--- src/fir_frame_cfg.svh ---
`ifndef FIR_FRAME_CFG_SVH
`define FIR_FRAME_CFG_SVH
// Functional notes
// [RQ1] Style bit one drives mode pin; zero uses dual receive pins; resets zero.
// [RQ2] Three-bit bus clock field sets bit timing; 000/001 12.5MHz up to 110 66MHz.
// [RQ3] With send request active, transmission starts only while no receive carrier exists.
// [RQ4] DMA enabled raises transmit request; otherwise host writes the transmit FIFO port.
// [RQ5] Count select zero: send start symbols until transmit FIFO holds eight bytes.
// [RQ6] Count select one: wait for half full, then two start symbols.
// [RQ7] During data send, request DMA whenever the transmit FIFO is not full.
// [RQ8] Byte counter counts down; at zero stop DMA, then drain the FIFO.
// [RQ9] After data send inverted CRC, closing flag, then set end-of-message latch; here the latch sets as the closing flag starts to shift.
// [RQ10] After a frame, idle fill is ones or start symbols per fill select.
// [RQ11] Auto request-drop bit clears send request at end of transmission.
// [RQ12] Receive FIFO holds sixteen entries: data byte plus three status bits.
// [RQ13] A start flag initialises all receive counters and starts byte recognition; here a flag that closes a frame keeps the byte count.
// [RQ14] Zero-bit deletion after the start flag only in 1M mode.
// [RQ15] First non-flag byte is the address; rejected frames resume flag hunting.
// [RQ16] With DMA, receive request rises at threshold and holds until FIFO empty.
// [RQ17] DMA passes only the data byte; status bits stay behind.
// [RQ18] Host reads entry status before data; end or abort marks last byte.
// [RQ19] Closing flag sets end-of-frame and flags frame error on bad CRC.
// [RQ20] DMA mode appends count low byte, then abort, error, overrun, count high.
// [RQ21] Ring frame pointer moves to the appended status byte once delivered.
// [RQ22] Without DMA no appended bytes; end-of-frame marks the last check byte.

// register byte addresses
`define A_CTRL 32'h1000_7100
`define A_TXCNT 32'h1000_7104
`define A_TXF 32'h1000_7108
`define A_RXD 32'h1000_710C
`define A_RXS 32'h1000_7110
`define A_STAT 32'h1000_7114
`define A_OWN 32'h1000_7118
`define A_RPTR 32'h1000_711C
`define A_CFG 32'h1000_71E0
`define A_TMG 32'h1000_71F0

// reset values
`define CTRL_RST 16'h0000
`define TMG_RST 3'h6
`define TXCNT_RST 13'h1000
`define OWN_RST 8'h00

// status bit positions, write one to clear
`define S_EOM 0
`define S_UND 1
`define S_OVR 2

// bus clock rates in kHz and bit times in ns
`define F_12M5 32'h0000_30D4
`define F_25M 32'h0000_61A8
`define F_30M 32'h0000_7530
`define F_40M 32'h0000_9C40
`define F_50M 32'h0000_C350
`define F_66M 32'h0001_01D0
`define BIT_NS_1M 32'h0000_03E8
`define BIT_NS_4M 32'h0000_00FA
`define KHZ_NS_DIV 32'h000F_4240

// framing
`define FIFO_DEPTH 16
`define FIFO_FULL 5'h10
`define HALF_FULL 5'h08
`define FLAG 8'h7E
`define PREAMBLE 8'h55
`define BCAST 8'hFF
`define CRC_INIT 16'hFFFF
`define CRC_POLY 16'h8408
`define CRC_GOOD 16'hF0B8
`endif

--- src/fir_frame_pkg.sv ---
package fir_frame_pkg;
    typedef logic [7:0] byte_t;
    typedef enum logic [2:0] {
        TX_IDLE = 3'h0,
        TX_WAIT = 3'h1,
        TX_START = 3'h3,
        TX_DATA = 3'h2,
        TX_CRCH = 3'h6,
        TX_CLOSE = 3'h7,
        TX_FILL = 3'h5
    } tx_state_e;
    typedef enum logic [2:0] {
        RX_HUNT = 3'h0,
        RX_ADDR = 3'h1,
        RX_DATA = 3'h3,
        RX_APP1 = 3'h2,
        RX_APP2 = 3'h6
    } rx_state_e;
    typedef struct packed {
        logic fe;
        logic ab;
        logic eof;
        byte_t data;
    } rx_entry_s;
    typedef struct packed {
        logic [3:0] rx_thr;
        logic mode_pin_level;
        logic rx_pin_select;
        logic [1:0] rx_address_match_mode;
        logic mode_4m;
        logic rx_en;
        logic dma_en;
        logic start_flag_count_select;
        logic tx_idle_fill_select;
        logic auto_send_request_drop;
        logic rts;
        logic tx_en;
    } ctrl_s;
endpackage

--- src/fir_frame_engine.sv ---
// Chosen here: register access over APB.
`timescale 1ns/1ps
`include "fir_frame_cfg.svh"
module fir_frame_engine (
    // clock and reset
    input wire logic CLK,
    input wire logic RST,
    // apb slave
    input wire logic PSEL,
    input wire logic PENABLE,
    input wire logic PWRITE,
    input wire logic [31:0] PADDR,
    input wire logic [31:0] PWDATA,
    output logic [31:0] PRDATA,
    output logic PREADY,
    output logic PSLVERR,
    // transmit dma
    output logic TX_DREQ,
    input wire logic TX_DACK,
    input wire fir_frame_pkg::byte_t TX_DDATA,
    // receive dma
    output logic RX_DREQ,
    input wire logic RX_DACK,
    output fir_frame_pkg::byte_t RX_DDATA,
    // transceiver
    output logic TXD,
    input wire logic RXD_A,
    input wire logic RXD_B,
    output logic MODE_PIN,
    // events
    output logic EOM_IRQ
);
    import fir_frame_pkg::*;

    function automatic logic [15:0] crc_byte(input logic [15:0] c, input byte_t d);
        logic [15:0] r;
        r = c;
        for (int i = 0; i < 8; i++) begin
            r = (r[0] ^ d[i]) ? ((r >> 1) ^ `CRC_POLY) : (r >> 1);
        end
        return r;
    endfunction

    function automatic logic [6:0] bit_div(input logic [2:0] f, input logic m4);
        logic [31:0] khz;
        logic [31:0] n;
        unique case (f)
            3'h0, 3'h1: khz = `F_12M5;
            3'h2: khz = `F_25M;
            3'h3: khz = `F_30M;
            3'h4: khz = `F_40M;
            3'h5: khz = `F_50M;
            3'h6, 3'h7: khz = `F_66M;
        endcase
        // longest time: round down, but never below one cycle
        n = (khz * (m4 ? `BIT_NS_4M : `BIT_NS_1M)) / `KHZ_NS_DIV;
        if (n == 32'h0) begin
            n = 32'h1;
        end
        return n[6:0];
    endfunction

    ctrl_s ctrl_ff;
    logic style_ff;
    logic [2:0] tmg_ff;
    logic [12:0] tcnt_ff;
    byte_t own_ff;
    logic eom_ff;
    logic und_ff;
    logic ovr_ff;
    logic [31:0] prdata_ff;
    logic [15:0] rptr_ff;
    logic [15:0] rring_ff;
    logic [6:0] div_ff;
    tx_state_e tx_st_ff;
    tx_state_e nxt_tx_st;
    logic sf_ff;
    logic nxt_sf;
    byte_t tsh_ff;
    logic [3:0] tbits_ff;
    logic tstuff_ff;
    logic [2:0] tones_ff;
    logic txd_ff;
    logic [15:0] tcrc_ff;
    byte_t ld_byte;
    logic ld_stuff;
    logic ld_pop;
    logic ld_eom;
    logic ld_und;
    byte_t tmem [`FIFO_DEPTH];
    logic [3:0] twp_ff;
    logic [3:0] trp_ff;
    logic [4:0] tcn_ff;
    rx_state_e rx_st_ff;
    byte_t rhist_ff;
    logic [2:0] rones_ff;
    byte_t rbyte_ff;
    logic [2:0] rcnt_ff;
    byte_t pend_ff;
    logic pv_ff;
    logic [15:0] rcrc_ff;
    logic [12:0] rbc_ff;
    logic rab_ff;
    logic rfe_ff;
    logic rov_ff;
    logic rdq_ff;
    rx_entry_s rmem [`FIFO_DEPTH];
    logic [3:0] rwp_ff;
    logic [3:0] rrp_ff;
    logic [4:0] rcn_ff;
    logic r_push;
    rx_entry_s r_din;

    // apb decode, zero wait states
    wire logic setup = PSEL & ~PENABLE;
    wire logic acc = PSEL & PENABLE;
    wire logic wr = acc & PWRITE;
    wire logic rd = acc & ~PWRITE;
    wire logic h_ctrl = PADDR == `A_CTRL;
    wire logic h_tcnt = PADDR == `A_TXCNT;
    wire logic h_txf = PADDR == `A_TXF;
    wire logic h_rxd = PADDR == `A_RXD;
    wire logic h_rxs = PADDR == `A_RXS;
    wire logic h_stat = PADDR == `A_STAT;
    wire logic h_own = PADDR == `A_OWN;
    wire logic h_rptr = PADDR == `A_RPTR;
    wire logic h_cfg = PADDR == `A_CFG;
    wire logic h_tmg = PADDR == `A_TMG;
    wire logic hit = h_ctrl | h_tcnt | h_txf | h_rxd | h_rxs | h_stat | h_own | h_rptr | h_cfg | h_tmg;
    wire logic clr_w = wr & h_stat;
    assign PREADY = 1'h1;
    assign PSLVERR = acc & ~hit;
    assign PRDATA = prdata_ff;

    // bit rate enable
    wire logic [6:0] per = bit_div(tmg_ff, ctrl_ff.mode_4m); // [RQ2]
    wire logic tick = div_ff == 7'h00;

    // transmit fifo
    wire logic t_full = tcn_ff == `FIFO_FULL;
    wire logic t_empty = tcn_ff == 5'h00;
    wire logic t_half = tcn_ff >= `HALF_FULL;
    wire logic t_pdma = TX_DACK & TX_DREQ;
    wire logic t_ppio = wr & h_txf & ~t_full & ~t_pdma; // [RQ4]
    wire logic t_push = t_pdma | t_ppio;
    wire byte_t t_din = t_pdma ? TX_DDATA : PWDATA[7:0];
    wire logic t_busy = (tx_st_ff == TX_WAIT) | (tx_st_ff == TX_START) | (tx_st_ff == TX_DATA);
    assign TX_DREQ = ctrl_ff.dma_en & t_busy & ~t_full & (tcnt_ff != 13'h0000); // [RQ4] [RQ7] [RQ8]

    // transmit serialiser, zero insertion in 1M only
    wire logic stuff_now = tstuff_ff & ~ctrl_ff.mode_4m & (tones_ff == 3'h5);
    wire logic ld = tick & ~stuff_now & (tbits_ff == 4'h0);
    wire logic t_pop = ld & ld_pop;
    wire logic t_bit = (tbits_ff == 4'h0) ? ld_byte[0] : tsh_ff[0];
    wire byte_t start_sym = ctrl_ff.mode_4m ? `PREAMBLE : `FLAG;
    wire byte_t fill_sym = ctrl_ff.tx_idle_fill_select ? start_sym : 8'hFF; // [RQ10]
    wire logic t_go = ctrl_ff.rts & ~eom_ff;
    wire logic carrier = rx_st_ff != RX_HUNT;
    assign TXD = txd_ff;
    assign EOM_IRQ = eom_ff; // [RQ9]

    always_comb begin
        ld_byte = 8'hFF;
        ld_stuff = 1'h0;
        ld_pop = 1'h0;
        ld_eom = 1'h0;
        ld_und = 1'h0;
        nxt_tx_st = tx_st_ff;
        nxt_sf = sf_ff;
        unique case (tx_st_ff)
            TX_IDLE: begin
                if (t_go) begin
                    nxt_tx_st = TX_WAIT;
                end
            end
            TX_WAIT: begin
                nxt_sf = 1'h0;
                if (~carrier) begin
                    nxt_tx_st = TX_START; // [RQ3]
                end
            end
            TX_START: begin
                if (~ctrl_ff.start_flag_count_select) begin
                    ld_byte = t_half ? `FLAG : start_sym; // [RQ5]
                    if (t_half) begin
                        nxt_tx_st = TX_DATA;
                    end
                end else if (sf_ff) begin
                    ld_byte = `FLAG; // [RQ6]
                    nxt_tx_st = TX_DATA;
                end else if (t_half) begin
                    ld_byte = start_sym; // [RQ6]
                    nxt_sf = 1'h1;
                end
            end
            TX_DATA: begin
                ld_stuff = 1'h1;
                if (~t_empty) begin
                    ld_byte = tmem[trp_ff]; // [RQ7] [RQ8]
                    ld_pop = 1'h1;
                end else begin
                    // an empty fifo before the count ran out is an underrun
                    ld_byte = ~tcrc_ff[7:0]; // [RQ9]
                    ld_und = tcnt_ff != 13'h0000;
                    nxt_tx_st = TX_CRCH;
                end
            end
            TX_CRCH: begin
                ld_stuff = 1'h1;
                ld_byte = ~tcrc_ff[15:8]; // [RQ9]
                nxt_tx_st = TX_CLOSE;
            end
            TX_CLOSE: begin
                ld_byte = `FLAG; // [RQ9]
                ld_eom = 1'h1;
                nxt_tx_st = TX_FILL;
            end
            TX_FILL: begin
                ld_byte = fill_sym; // [RQ10]
                if (t_go) begin
                    nxt_tx_st = TX_WAIT;
                end
            end
            default: nxt_tx_st = TX_IDLE;
        endcase
    end

    always_ff @(posedge CLK) begin
        if (RST) begin
            div_ff <= 7'h00;
        end else if (tick) begin
            div_ff <= per - 7'h01;
        end else begin
            div_ff <= div_ff - 7'h01;
        end
    end

    always_ff @(posedge CLK) begin
        if (RST | ~ctrl_ff.tx_en) begin
            tx_st_ff <= TX_IDLE;
            sf_ff <= 1'h0;
        end else if (ld) begin
            tx_st_ff <= nxt_tx_st;
            sf_ff <= nxt_sf;
        end
    end

    always_ff @(posedge CLK) begin
        if (RST) begin
            tsh_ff <= 8'hFF;
            tbits_ff <= 4'h0;
            tstuff_ff <= 1'h0;
            tones_ff <= 3'h0;
            txd_ff <= 1'h1;
        end else if (tick) begin
            txd_ff <= stuff_now ? 1'h0 : t_bit;
            tones_ff <= (stuff_now | ~t_bit) ? 3'h0 : tones_ff + {2'h0, tones_ff != 3'h7};
            if (~stuff_now & (tbits_ff == 4'h0)) begin
                tsh_ff <= {1'h0, ld_byte[7:1]};
                tbits_ff <= 4'h7;
                tstuff_ff <= ld_stuff;
            end else if (~stuff_now) begin
                tsh_ff <= {1'h0, tsh_ff[7:1]};
                tbits_ff <= tbits_ff - 4'h1;
            end
        end
    end

    always_ff @(posedge CLK) begin
        if (RST | (tx_st_ff == TX_WAIT)) begin
            tcrc_ff <= `CRC_INIT;
        end else if (t_pop) begin
            tcrc_ff <= crc_byte(tcrc_ff, ld_byte);
        end
    end

    always_ff @(posedge CLK) begin
        if (t_push) begin
            tmem[twp_ff] <= t_din;
        end
    end

    always_ff @(posedge CLK) begin
        if (RST) begin
            twp_ff <= 4'h0;
            trp_ff <= 4'h0;
            tcn_ff <= 5'h00;
        end else begin
            twp_ff <= twp_ff + {3'h0, t_push};
            trp_ff <= trp_ff + {3'h0, t_pop};
            tcn_ff <= tcn_ff + {4'h0, t_push} - {4'h0, t_pop};
        end
    end

    // receive front end
    wire logic rx_bit = (style_ff | ctrl_ff.rx_pin_select) ? RXD_A : RXD_B; // [RQ1]
    assign MODE_PIN = style_ff & ctrl_ff.mode_pin_level; // [RQ1]
    wire logic rt = tick & ctrl_ff.rx_en;
    wire byte_t nhist = {rx_bit, rhist_ff[7:1]};
    wire logic r_flag = nhist == `FLAG;
    wire logic r_abort = rx_bit & (rones_ff == 3'h6);
    wire logic r_del = ~ctrl_ff.mode_4m & ~rx_bit & (rones_ff == 3'h5); // [RQ14]
    wire logic r_done = ~r_del & (rcnt_ff == 3'h7);
    wire byte_t r_val = {rx_bit, rbyte_ff[7:1]};
    wire logic in_data = (rx_st_ff == RX_DATA) & pv_ff;
    wire logic crc_bad = crc_byte(rcrc_ff, pend_ff) != `CRC_GOOD; // [RQ19]
    wire logic [1:0] am = ctrl_ff.rx_address_match_mode;
    wire logic a_own = r_val == own_ff;
    wire logic a_bc = r_val == `BCAST;
    wire logic a_ok = (am == 2'h0) | ((am == 2'h1) & a_own) | ((am == 2'h2) & (a_own | a_bc)) | ((am == 2'h3) & a_bc);
    wire logic dma = ctrl_ff.dma_en;

    // receive fifo
    wire logic r_full = rcn_ff == `FIFO_FULL;
    wire logic r_empty = rcn_ff == 5'h00;
    wire rx_entry_s r_head = rmem[rrp_ff];
    wire logic r_wr = r_push & ~r_full; // [RQ12]
    wire logic r_dpop = dma & RX_DACK & RX_DREQ;
    wire logic r_ppop = rd & h_rxd & ~r_empty & ~r_dpop;
    wire logic r_pop = r_dpop | r_ppop;
    wire logic [4:0] thr = (ctrl_ff.rx_thr == 4'h0) ? 5'h01 : {1'h0, ctrl_ff.rx_thr};
    assign RX_DREQ = rdq_ff & ~r_empty; // [RQ16]
    assign RX_DDATA = r_head.data; // [RQ17]

    always_comb begin
        r_push = 1'h0;
        r_din = '0;
        if (rx_st_ff == RX_APP1) begin
            r_push = 1'h1;
            r_din.data = rbc_ff[7:0]; // [RQ20]
        end else if (rx_st_ff == RX_APP2) begin
            r_push = 1'h1;
            r_din.data = {rab_ff, rfe_ff, rov_ff, rbc_ff[12:8]}; // [RQ20]
            r_din.eof = 1'h1;
        end else if (rt & in_data & (r_flag | r_abort | r_done)) begin
            r_push = 1'h1;
            r_din.data = pend_ff;
            // without dma the last check byte carries the frame end
            r_din.eof = ~dma & (r_flag | r_abort); // [RQ19] [RQ22]
            r_din.fe = r_flag & crc_bad; // [RQ19]
            r_din.ab = ~r_flag & r_abort;
        end
    end

    always_ff @(posedge CLK) begin
        if (RST | ~ctrl_ff.rx_en) begin
            rhist_ff <= 8'h00;
            rones_ff <= 3'h0;
            rbyte_ff <= 8'h00;
            rcnt_ff <= 3'h0;
        end else if (rt) begin
            rhist_ff <= nhist;
            rones_ff <= rx_bit ? rones_ff + {2'h0, rones_ff != 3'h7} : 3'h0;
            if (r_flag) begin
                rcnt_ff <= 3'h0; // [RQ13]
            end else if (~r_del) begin
                rbyte_ff <= r_val;
                rcnt_ff <= rcnt_ff + 3'h1;
            end
        end
    end

    always_ff @(posedge CLK) begin
        if (RST | ~ctrl_ff.rx_en) begin
            rx_st_ff <= RX_HUNT;
            pv_ff <= 1'h0;
            pend_ff <= 8'h00;
            rcrc_ff <= `CRC_INIT;
            rab_ff <= 1'h0;
            rfe_ff <= 1'h0;
        end else begin
            unique case (rx_st_ff)
                RX_APP1: rx_st_ff <= RX_APP2;
                RX_APP2: rx_st_ff <= RX_HUNT;
                RX_HUNT, RX_ADDR, RX_DATA: begin
                    if (rt & r_flag & in_data & dma) begin
                        rx_st_ff <= RX_APP1; // [RQ20]
                        rfe_ff <= crc_bad;
                        pv_ff <= 1'h0;
                    end else if (rt & r_flag) begin
                        rx_st_ff <= RX_ADDR; // [RQ13]
                        pv_ff <= 1'h0;
                        rcrc_ff <= `CRC_INIT;
                        rab_ff <= 1'h0;
                        rfe_ff <= 1'h0;
                    end else if (rt & r_abort & carrier) begin
                        rx_st_ff <= (in_data & dma) ? RX_APP1 : RX_HUNT;
                        rab_ff <= 1'h1;
                        pv_ff <= 1'h0;
                    end else if (rt & r_done & (rx_st_ff == RX_ADDR)) begin
                        rx_st_ff <= a_ok ? RX_DATA : RX_HUNT; // [RQ15]
                        pend_ff <= r_val;
                        pv_ff <= a_ok;
                    end else if (rt & r_done & (rx_st_ff == RX_DATA)) begin
                        // one byte of lag keeps the check bytes identifiable
                        if (pv_ff) begin
                            rcrc_ff <= crc_byte(rcrc_ff, pend_ff);
                        end
                        pend_ff <= r_val;
                        pv_ff <= 1'h1;
                    end
                end
                default: rx_st_ff <= RX_HUNT;
            endcase
        end
    end

    always_ff @(posedge CLK) begin
        if (RST | (rt & r_flag & ~in_data)) begin
            rbc_ff <= 13'h0000; // [RQ13]
            rov_ff <= 1'h0;
        end else if (r_push & (rx_st_ff != RX_APP1) & (rx_st_ff != RX_APP2)) begin
            rbc_ff <= rbc_ff + {12'h000, r_wr};
            rov_ff <= rov_ff | r_full;
        end
    end

    always_ff @(posedge CLK) begin
        if (r_wr) begin
            rmem[rwp_ff] <= r_din;
        end
    end

    always_ff @(posedge CLK) begin
        if (RST) begin
            rwp_ff <= 4'h0;
            rrp_ff <= 4'h0;
            rcn_ff <= 5'h00;
            rdq_ff <= 1'h0;
            rring_ff <= 16'h0000;
            rptr_ff <= 16'h0000;
        end else begin
            rwp_ff <= rwp_ff + {3'h0, r_wr};
            rrp_ff <= rrp_ff + {3'h0, r_pop};
            rcn_ff <= rcn_ff + {4'h0, r_wr} - {4'h0, r_pop};
            // frame ends also flush a fifo below threshold
            rdq_ff <= dma & ((rcn_ff >= thr) | (r_wr & r_din.eof) | (rdq_ff & ~r_empty)); // [RQ16]
            rring_ff <= rring_ff + {15'h0000, r_dpop};
            if (r_dpop & r_head.eof) begin
                rptr_ff <= rring_ff; // [RQ21]
            end
        end
    end

    // register bank
    always_ff @(posedge CLK) begin
        if (RST) begin
            ctrl_ff <= `CTRL_RST;
            style_ff <= 1'h0; // [RQ1]
            tmg_ff <= `TMG_RST;
            own_ff <= `OWN_RST;
        end else if (wr & h_ctrl) begin
            ctrl_ff <= PWDATA[15:0];
        end else if (wr & h_cfg) begin
            style_ff <= PWDATA[0];
        end else if (wr & h_tmg) begin
            tmg_ff <= PWDATA[2:0]; // [RQ2]
        end else if (wr & h_own) begin
            own_ff <= PWDATA[7:0];
        end else if (ld & ld_eom & ctrl_ff.auto_send_request_drop) begin
            ctrl_ff.rts <= 1'h0; // [RQ11]
        end
    end

    always_ff @(posedge CLK) begin
        if (RST) begin
            tcnt_ff <= `TXCNT_RST;
        end else if (wr & h_tcnt) begin
            tcnt_ff <= PWDATA[12:0];
        end else if (t_push & (tcnt_ff != 13'h0000)) begin
            tcnt_ff <= tcnt_ff - 13'h0001; // [RQ8]
        end
    end

    // sticky status: a new event beats a same-cycle clear
    always_ff @(posedge CLK) begin
        if (RST) begin
            eom_ff <= 1'h0;
            und_ff <= 1'h0;
            ovr_ff <= 1'h0;
        end else begin
            eom_ff <= (ld & ld_eom) | (eom_ff & ~(clr_w & PWDATA[`S_EOM])); // [RQ9]
            und_ff <= (ld & ld_und) | (und_ff & ~(clr_w & PWDATA[`S_UND]));
            ovr_ff <= (r_push & r_full) | (ovr_ff & ~(clr_w & PWDATA[`S_OVR]));
        end
    end

    wire logic [31:0] stat_w = {18'h0_0000, rcn_ff, tcn_ff, carrier, ovr_ff, und_ff, eom_ff};
    wire logic [31:0] rxs_w = {28'h000_0000, ~r_empty, r_head.fe, r_head.ab, r_head.eof};
    wire logic [31:0] rdat = ({32{h_ctrl}} & {16'h0000, ctrl_ff})
        | ({32{h_tcnt}} & {19'h0_0000, tcnt_ff})
        | ({32{h_rxd}} & {24'h00_0000, r_head.data})
        | ({32{h_rxs}} & rxs_w)
        | ({32{h_stat}} & stat_w)
        | ({32{h_own}} & {24'h00_0000, own_ff})
        | ({32{h_rptr}} & {16'h0000, rptr_ff})
        | ({32{h_cfg}} & {31'h0000_0000, style_ff})
        | ({32{h_tmg}} & {29'h0000_0000, tmg_ff});

    // read data captured in setup so the access phase needs no wait
    always_ff @(posedge CLK) begin
        if (RST) begin
            prdata_ff <= 32'h0000_0000;
        end else if (setup) begin
            prdata_ff <= rdat;
        end
    end
endmodule

--- config.mk ---
export PLATFORM = sky130hd
export DESIGN_NAME = fir_frame_engine
export DESIGN_NICKNAME = d
export VERILOG_FILES = /design/src/fir_frame_pkg.sv /design/src/fir_frame_engine.sv
export VERILOG_INCLUDE_DIRS = /design/src
export SDC_FILE = /design/constraint.sdc
export NUM_CORES = 1
export LEC_CHECK = 0
export BUFFER_PORTS_ARGS = -buffer_cell sky130_fd_sc_hd__buf_2
export CAP_MARGIN = 20
export CORE_MARGIN = 3
export CORE_UTILIZATION = 50
export CTS_CLUSTER_SIZE = 28
export DETAILED_ROUTE_END_ITERATION = 6
export PLACE_DENSITY_LB_ADDON = 0.08
export SYNTH_ARGS = -nofsm -noshare
export SYNTH_HDL_FRONTEND = slang
export SYNTH_SLANG_ARGS = --single-unit
--- constraint.sdc ---
create_clock -name CLK -period 26.8 [get_ports CLK]
set_input_delay 5.36 -clock CLK [delete_from_list [all_inputs] [get_ports CLK]]
set_output_delay 5.36 -clock CLK [all_outputs]
set_load 0.005 [all_outputs]
# == Word level (Yosys, flattened, before mapping) ==
# Memory sizes are Yosys's and may differ from the RTL's. A register that Yosys moved wholly into a read port is not among the register bits.
# Cells that the tools add are included.
# op_classes
n_addsub,17
n_mul,1
div_mod_pow,1
magnitude_cmp,2
eq_ne,51
n_shift,0
n_mux,103
bitwise,183
reduce_logical,38
# op_table
operator,count
16-bit 2-to-1 mux,21
32-bit by 29-bit equality test with 1-bit output (second input constant),10
32-bit bitwise OR,8
8-bit 2-to-1 mux,11
1-bit AND,73
32-bit by 16-bit AND with 32-bit output,2
32-bit by 8-bit AND with 32-bit output,2
3-bit 2-to-1 mux,17
2-bit NOT with 3-bit output,16
8-bit one-hot mux with 5 select lines,1
1-bit 2-to-1 mux,33
32-bit by 1-bit AND with 32-bit output,1
32-bit by 13-bit AND with 32-bit output,1
32-bit by 14-bit AND with 32-bit output,1
32-bit by 3-bit AND with 32-bit output,1
32-bit by 4-bit AND with 32-bit output,1
32-bit by 20-bit divider with 32-bit output (second input constant),1
32-bit zero test,1
32-bit by 10-bit multiplier with 32-bit output,1
1-bit bitwise OR,31
1-bit NOT,28
13-bit 2-to-1 mux,2
3-bit equality test (second input constant),8
4-bit 2-to-1 mux,5
53 further kinds,120
# totals
regBits,245
latch_bits,0
ram_bits,304
romBits,120
in_bits,81
elab_cells,449
mem_count,3
# mem_list
memory,depth,word_bits,rd,rd_ports_with_merged_regs,write_ports,line_no,rtl
rmem,16,11,1,1,1,fir_frame_engine.sv:107,rx_entry_s rmem [`FIFO_DEPTH];
tmem,16,8,1,1,1,fir_frame_engine.sv:90,byte_t tmem [`FIFO_DEPTH];
(no name shown),8,15,1,1,0,fir_frame_engine.sv:47,unique case (f)

# == Depth between registers and ports, before layout ==
# depth
ltp_word,25
depth_mapped,62
mapped_depth_nobuf,55

# == Worst setup path after synthesis ==
# No wires, ideal clock.
# synth_timing
kind,register to register
start,reg ctrl_ff[7] (netlist name)
end,reg div_ff[6]
setup_time_ns,0.115
arrival_ns,14.300
setup_slack_ns,12.386
path_stages_with_launch,56
n_path_buf,6
synth_period_minus_slack_ns,14.414
cell_sequence,dfxtp_1 -> inv_1 -> clkbuf_1 -> buf_1 -> nand2_1 -> fa_1 -> inv_1 -> fa_1 -> fa_1 -> fa_1 -> ha_1 -> ha_1 -> buf_2 -> a21oi_1 -> o21ai_4 -> and2_1 -> o41ai_1 -> nor2_1 -> [20 not listed] -> o221ai_1 -> a21oi_1 -> a31oi_2 -> a21oi_2 -> nand2_1 -> xnor2_1 -> or4_1 -> o41a_4 -> o211ai_1 -> a31oi_1 -> nor4_4 -> o21ai_1 -> a21oi_1 -> ha_1 -> nand3_1 -> nor3_1 -> a211oi_1 -> a2111oi_0
# synth_between
elab_chain_cells,7
# synth_lines
element,line_no,rtl
start: declaration,fir_frame_engine.sv:63,ctrl_s ctrl_ff;
start signal: assignment,fir_frame_engine.sv:448,ctrl_ff <= `CTRL_RST;
start signal: assignment,fir_frame_engine.sv:453,ctrl_ff <= PWDATA[15:0];
10-bit 2-to-1 mux (no source line) (*),-,
32-bit by 10-bit multiplier with 32-bit output (*),fir_frame_engine.sv:56,n = (khz * (m4 ? `BIT_NS_4M : `BIT_NS_1M)) / `KHZ_NS_DIV;
32-bit by 20-bit divider with 32-bit output (no source line) (*),-,
32-bit zero test,fir_frame_engine.sv:57,if (n == 32'h0) begin
7-bit 2-to-1 mux (*),fir_frame_engine.sv:57,
7-bit by 1-bit subtractor with 7-bit output (*),fir_frame_engine.sv:232,div_ff <= per - 7'h01;
7-bit 2-to-1 mux (*),fir_frame_engine.sv:231,end else if (tick) begin
end signal: assignment,fir_frame_engine.sv:232,
end signal: assignment,fir_frame_engine.sv:234,div_ff <= div_ff - 7'h01;
end: declaration,fir_frame_engine.sv:74,logic [6:0] div_ff;
# Mark *: on every way between the ends. The rest lies on a longest branch, timed or not.
# A chain may end at the register's enable or synchronous reset.

# == Worst setup path after layout ==
# Same ends and word-level chain as after synthesis.

==> impl_metrics.tcl <==
set metrics [dict create \
    outcome "finished clean" \
    ios 128 \
    clockBufferDepth 3 \
    synth_warnings 0 \
    synth_edf_count 304 \
    period_share_pct 70.52 \
    synth_seq_area_share_pct 42.54 \
    cp_max_fo 20 \
    grt-busiest-layer "met2" \
    synthCells 3117 \
    hp-class "register to register" \
    num-nets-final 3470 \
    grtUsageMet1_pct 33.76 \
    powerDensity_nw_per_um2 50.13 \
    power_mw 1.816 \
    grt-ovfl-total 0 \
    cts.clk_slew.worst_paths_ns 0.06 \
    use_met2_pct 41.69 \
    numCtsBuffers 58 \
    fin_skew_ns 0.06072 \
    ys_seq_elements 546 \
    drc_errors 0 \
    pwr-share-comb_pct 5.6 \
    fillCellCount 5697 \
    final.min_clock_period_ns 18.90 \
    grt_pass1_wl_um 138400 \
    hold_violations 0 \
    yosys_most_used_dff "edfxtp_1" \
    synth_top_area_share_pct 27.79 \
    p_sw_mw 0.4157 \
    core_area_um2 64700 \
    arrival_ns 19.39 \
    cp-end-kind "register" \
    slew_violations 0 \
    cpPeakStageDelay_ns 0.76 \
    start_util_pct 50.77 \
    tightest_slew_ns 1.102 \
    first_global_vias 24830 \
    first_pass_iters 6 \
    antenna_found_initial 4 \
    final_util_pct 55.99 \
    drtIter0Drc 2062 \
    synth_area_leaders "edfxtp_1, dfxtp_1, mux4_2, fa_1, ha_1" \
    reg2reg_depth 52 \
    leakage_nw 13.12 \
    die_h_um 262.3 \
    syn_avg_cell_area_um2 10.54 \
    drtAntennaViolNets 0 \
    clockRootBuffer "clkbuf_16" \
    cts-resized-gates 0 \
    relSlewSlack_pct 24.61 \
    layout-drive-gt1-share_pct 14.14 \
    fin_tns_setup_ns 0 \
    port_buffers 94 \
    cts-htree-levels 2 \
    cts_setup_buffers 0 \
    swShare_pct 22.89 \
    rsz0062_at_grt "false" \
    pwr-share-clk_pct 44.7 \
    synthToLayoutAreaGrowth_pct 10.28 \
    crit_type "register to register" \
    synth_area_leader_cell "edfxtp_1" \
    hold_buffers 0 \
    ir_drop_v 0.00005983 \
    seqCellArea_um2 13980 \
    drv_cap 0 \
    viasPerCell 6.078 \
    worstPathRequired_ns 27.29 \
    fp.dieW_um 262.3 \
    grt_start_max_net_pins 73 \
    grt.total_usage_pct 24.81 \
    use_met3_pct 3.258 \
    avgRoutedWirePerCell_um 21.15 \
    syn_area_um2 32850 \
    insertion_delay_ns 0.65 \
    rows 93 \
    slowest_stage "a221oi_2" \
    die_area_um2 68810 \
    intPower_mw 1.400 \
    cts_tree "built" \
    dr_total_vias 24910 \
    layout_commonest_cell "nor2_1" \
    multi_input_area_um2 17680 \
    cp-start-kind "register" \
    gp_congestion 0.8749 \
    dp_hpwl_um 64170 \
    wirelength_um 86660 \
    ys_types 125 \
    finalSetupViolCount 0 \
    cts_sinks 546 \
    max_freq_mhz 52.91 \
    mostFrequentLayoutCells "nor2_1, edfxtp_1, nand2_1" \
    holdPathStages 1 \
    async_flop_share_pct 0 \
    seqPwrFrac_pct 49.7 \
]
cell type report:
cell class	instances	share of cell area, %
diodes	4	0.02763
clock inverters	36	1.147
well taps	855	2.953
repair buffers	154	2.553
flip-flops and latches	546	38.58
multi-input cells	2266	48.82
clock buffers	68	4.166
inverters	169	1.751
flip-flops by register name (all words and copies together) (netlist names), 7 cells and up, named ones only:
register  flops
tmem        128
own_ff        8
PRDATA       16
ctrl_ff      13
rbc_ff       13
rcrc_ff      16
tcrc_ff      16
tcnt_ff      13
div_ff        7
rring_ff     16
rbyte_ff      7
rmem        176
rptr_ff      16
pend_ff       8
tsh_ff        8
rhist_ff      7
cells in the mapped netlist (all sizes together) (12+ instances only):
| library cell | instances |
|---|---|
| inv | 169 |
| nand4 | 37 |
| nor2b | 31 |
| xnor2 | 114 |
| nand3 | 97 |
| clkbuf | 101 |
| a21o | 25 |
| o31ai | 18 |
| a222oi | 12 |
| a21boi | 12 |
| buf | 50 |
| nor2 | 307 |
| nand2 | 262 |
| and3 | 32 |
| dfxtp | 242 |
| mux2 | 21 |
| ha | 115 |
| a211oi | 54 |
| and2 | 27 |
| a221oi | 17 |
| xor2 | 61 |
| a31oi | 20 |
| o22ai | 17 |
| a311oi | 18 |
| a211o | 19 |
| o21a | 13 |
| or4 | 12 |
| a21oi | 147 |
| nand2b | 33 |
| or2 | 14 |
| mux2i | 75 |
| or3 | 30 |
| nor4 | 27 |
| fa | 79 |
| edfxtp | 304 |
| nor3 | 84 |
| o211ai | 51 |
| o21ai | 113 |
| mux4 | 95 |
metrics by stage:
| stage | std cells | setup WS [ns] | instance area [um2] | hold slack (ns) |
|---|---|---|---|---|
| after floorplan | 3132 | 12.39 | 32900 | 0.4258 |
| after global placement | 3982 | 8.335 | 34230 | 0.4407 |
| after detailed placement | 3985 | 8.113 | 34240 | 0.4440 |
| after CTS | 4089 | 7.952 | 36170 | 0.4570 |
| after global routing | 4096 | 6.259 | 36220 | 0.4813 |
| final | 4098 | 7.900 | 36220 | 0.4545 |
final timing paths:
| path | to | start | slack, ns |
|---|---|---|---|
| max | div_ff[6] | ctrl_ff[7] | 7.90 |
| min | tsh_ff[4] | tsh_ff[4] | 0.45 |
| max reg2reg | div_ff[6] | ctrl_ff[7] | 7.90 |
| min reg2reg | tsh_ff[4] | tsh_ff[4] | 0.45 |
cell families after synthesis:
logic type / Yosys count / share of synthesized area [%]
buffers and inverters: 320 / 3.935
multiplexers: 191 / 9.530
XOR/XNOR: 175 / 4.803
adder cells (fa/ha/maj): 198 / 9.321
other: 2 / 0.02286
flip-flops: 546 / 42.54
AND/OR/NAND/NOR: 1030 / 15.08
AO/OA/AOI/OAI: 655 / 14.77
per-layer routing:
| metal | vias to the layer above | wire [um] |
|---|---|---|
| met3 | 130 | 4573 |
| met1 | 12380 | 38090 |
| met5 | - | 0 |
| met4 | 0 | 2397 |
| met2 | 670 | 41600 |
| li1 | 11730 | - |
worst max-delay path: cells and delay by family, from the launching register on:
family | cells | cell delay, ns
fa+ha+maj | 7 | 3.08
simple gates | 13 | 3.77
xor+xnor | 2 | 0.42
mux | 2 | 0.88
buf+inv | 4 | 0.83
compound gates | 24 | 9.40
flops | 1 | 0.31
power by group through the flow:
stage	logic [mW]	registers, mW	clock network [mW]
floorplan	0.0705	0.917	0
global placement	0.0964	0.920	0
detailed placement	0.100	0.920	0
CTS	0.101	0.903	0.830
global route	0.113	0.904	0.862
finish	0.102	0.903	0.811
Note: power is estimated with default switching activity, not from simulation.
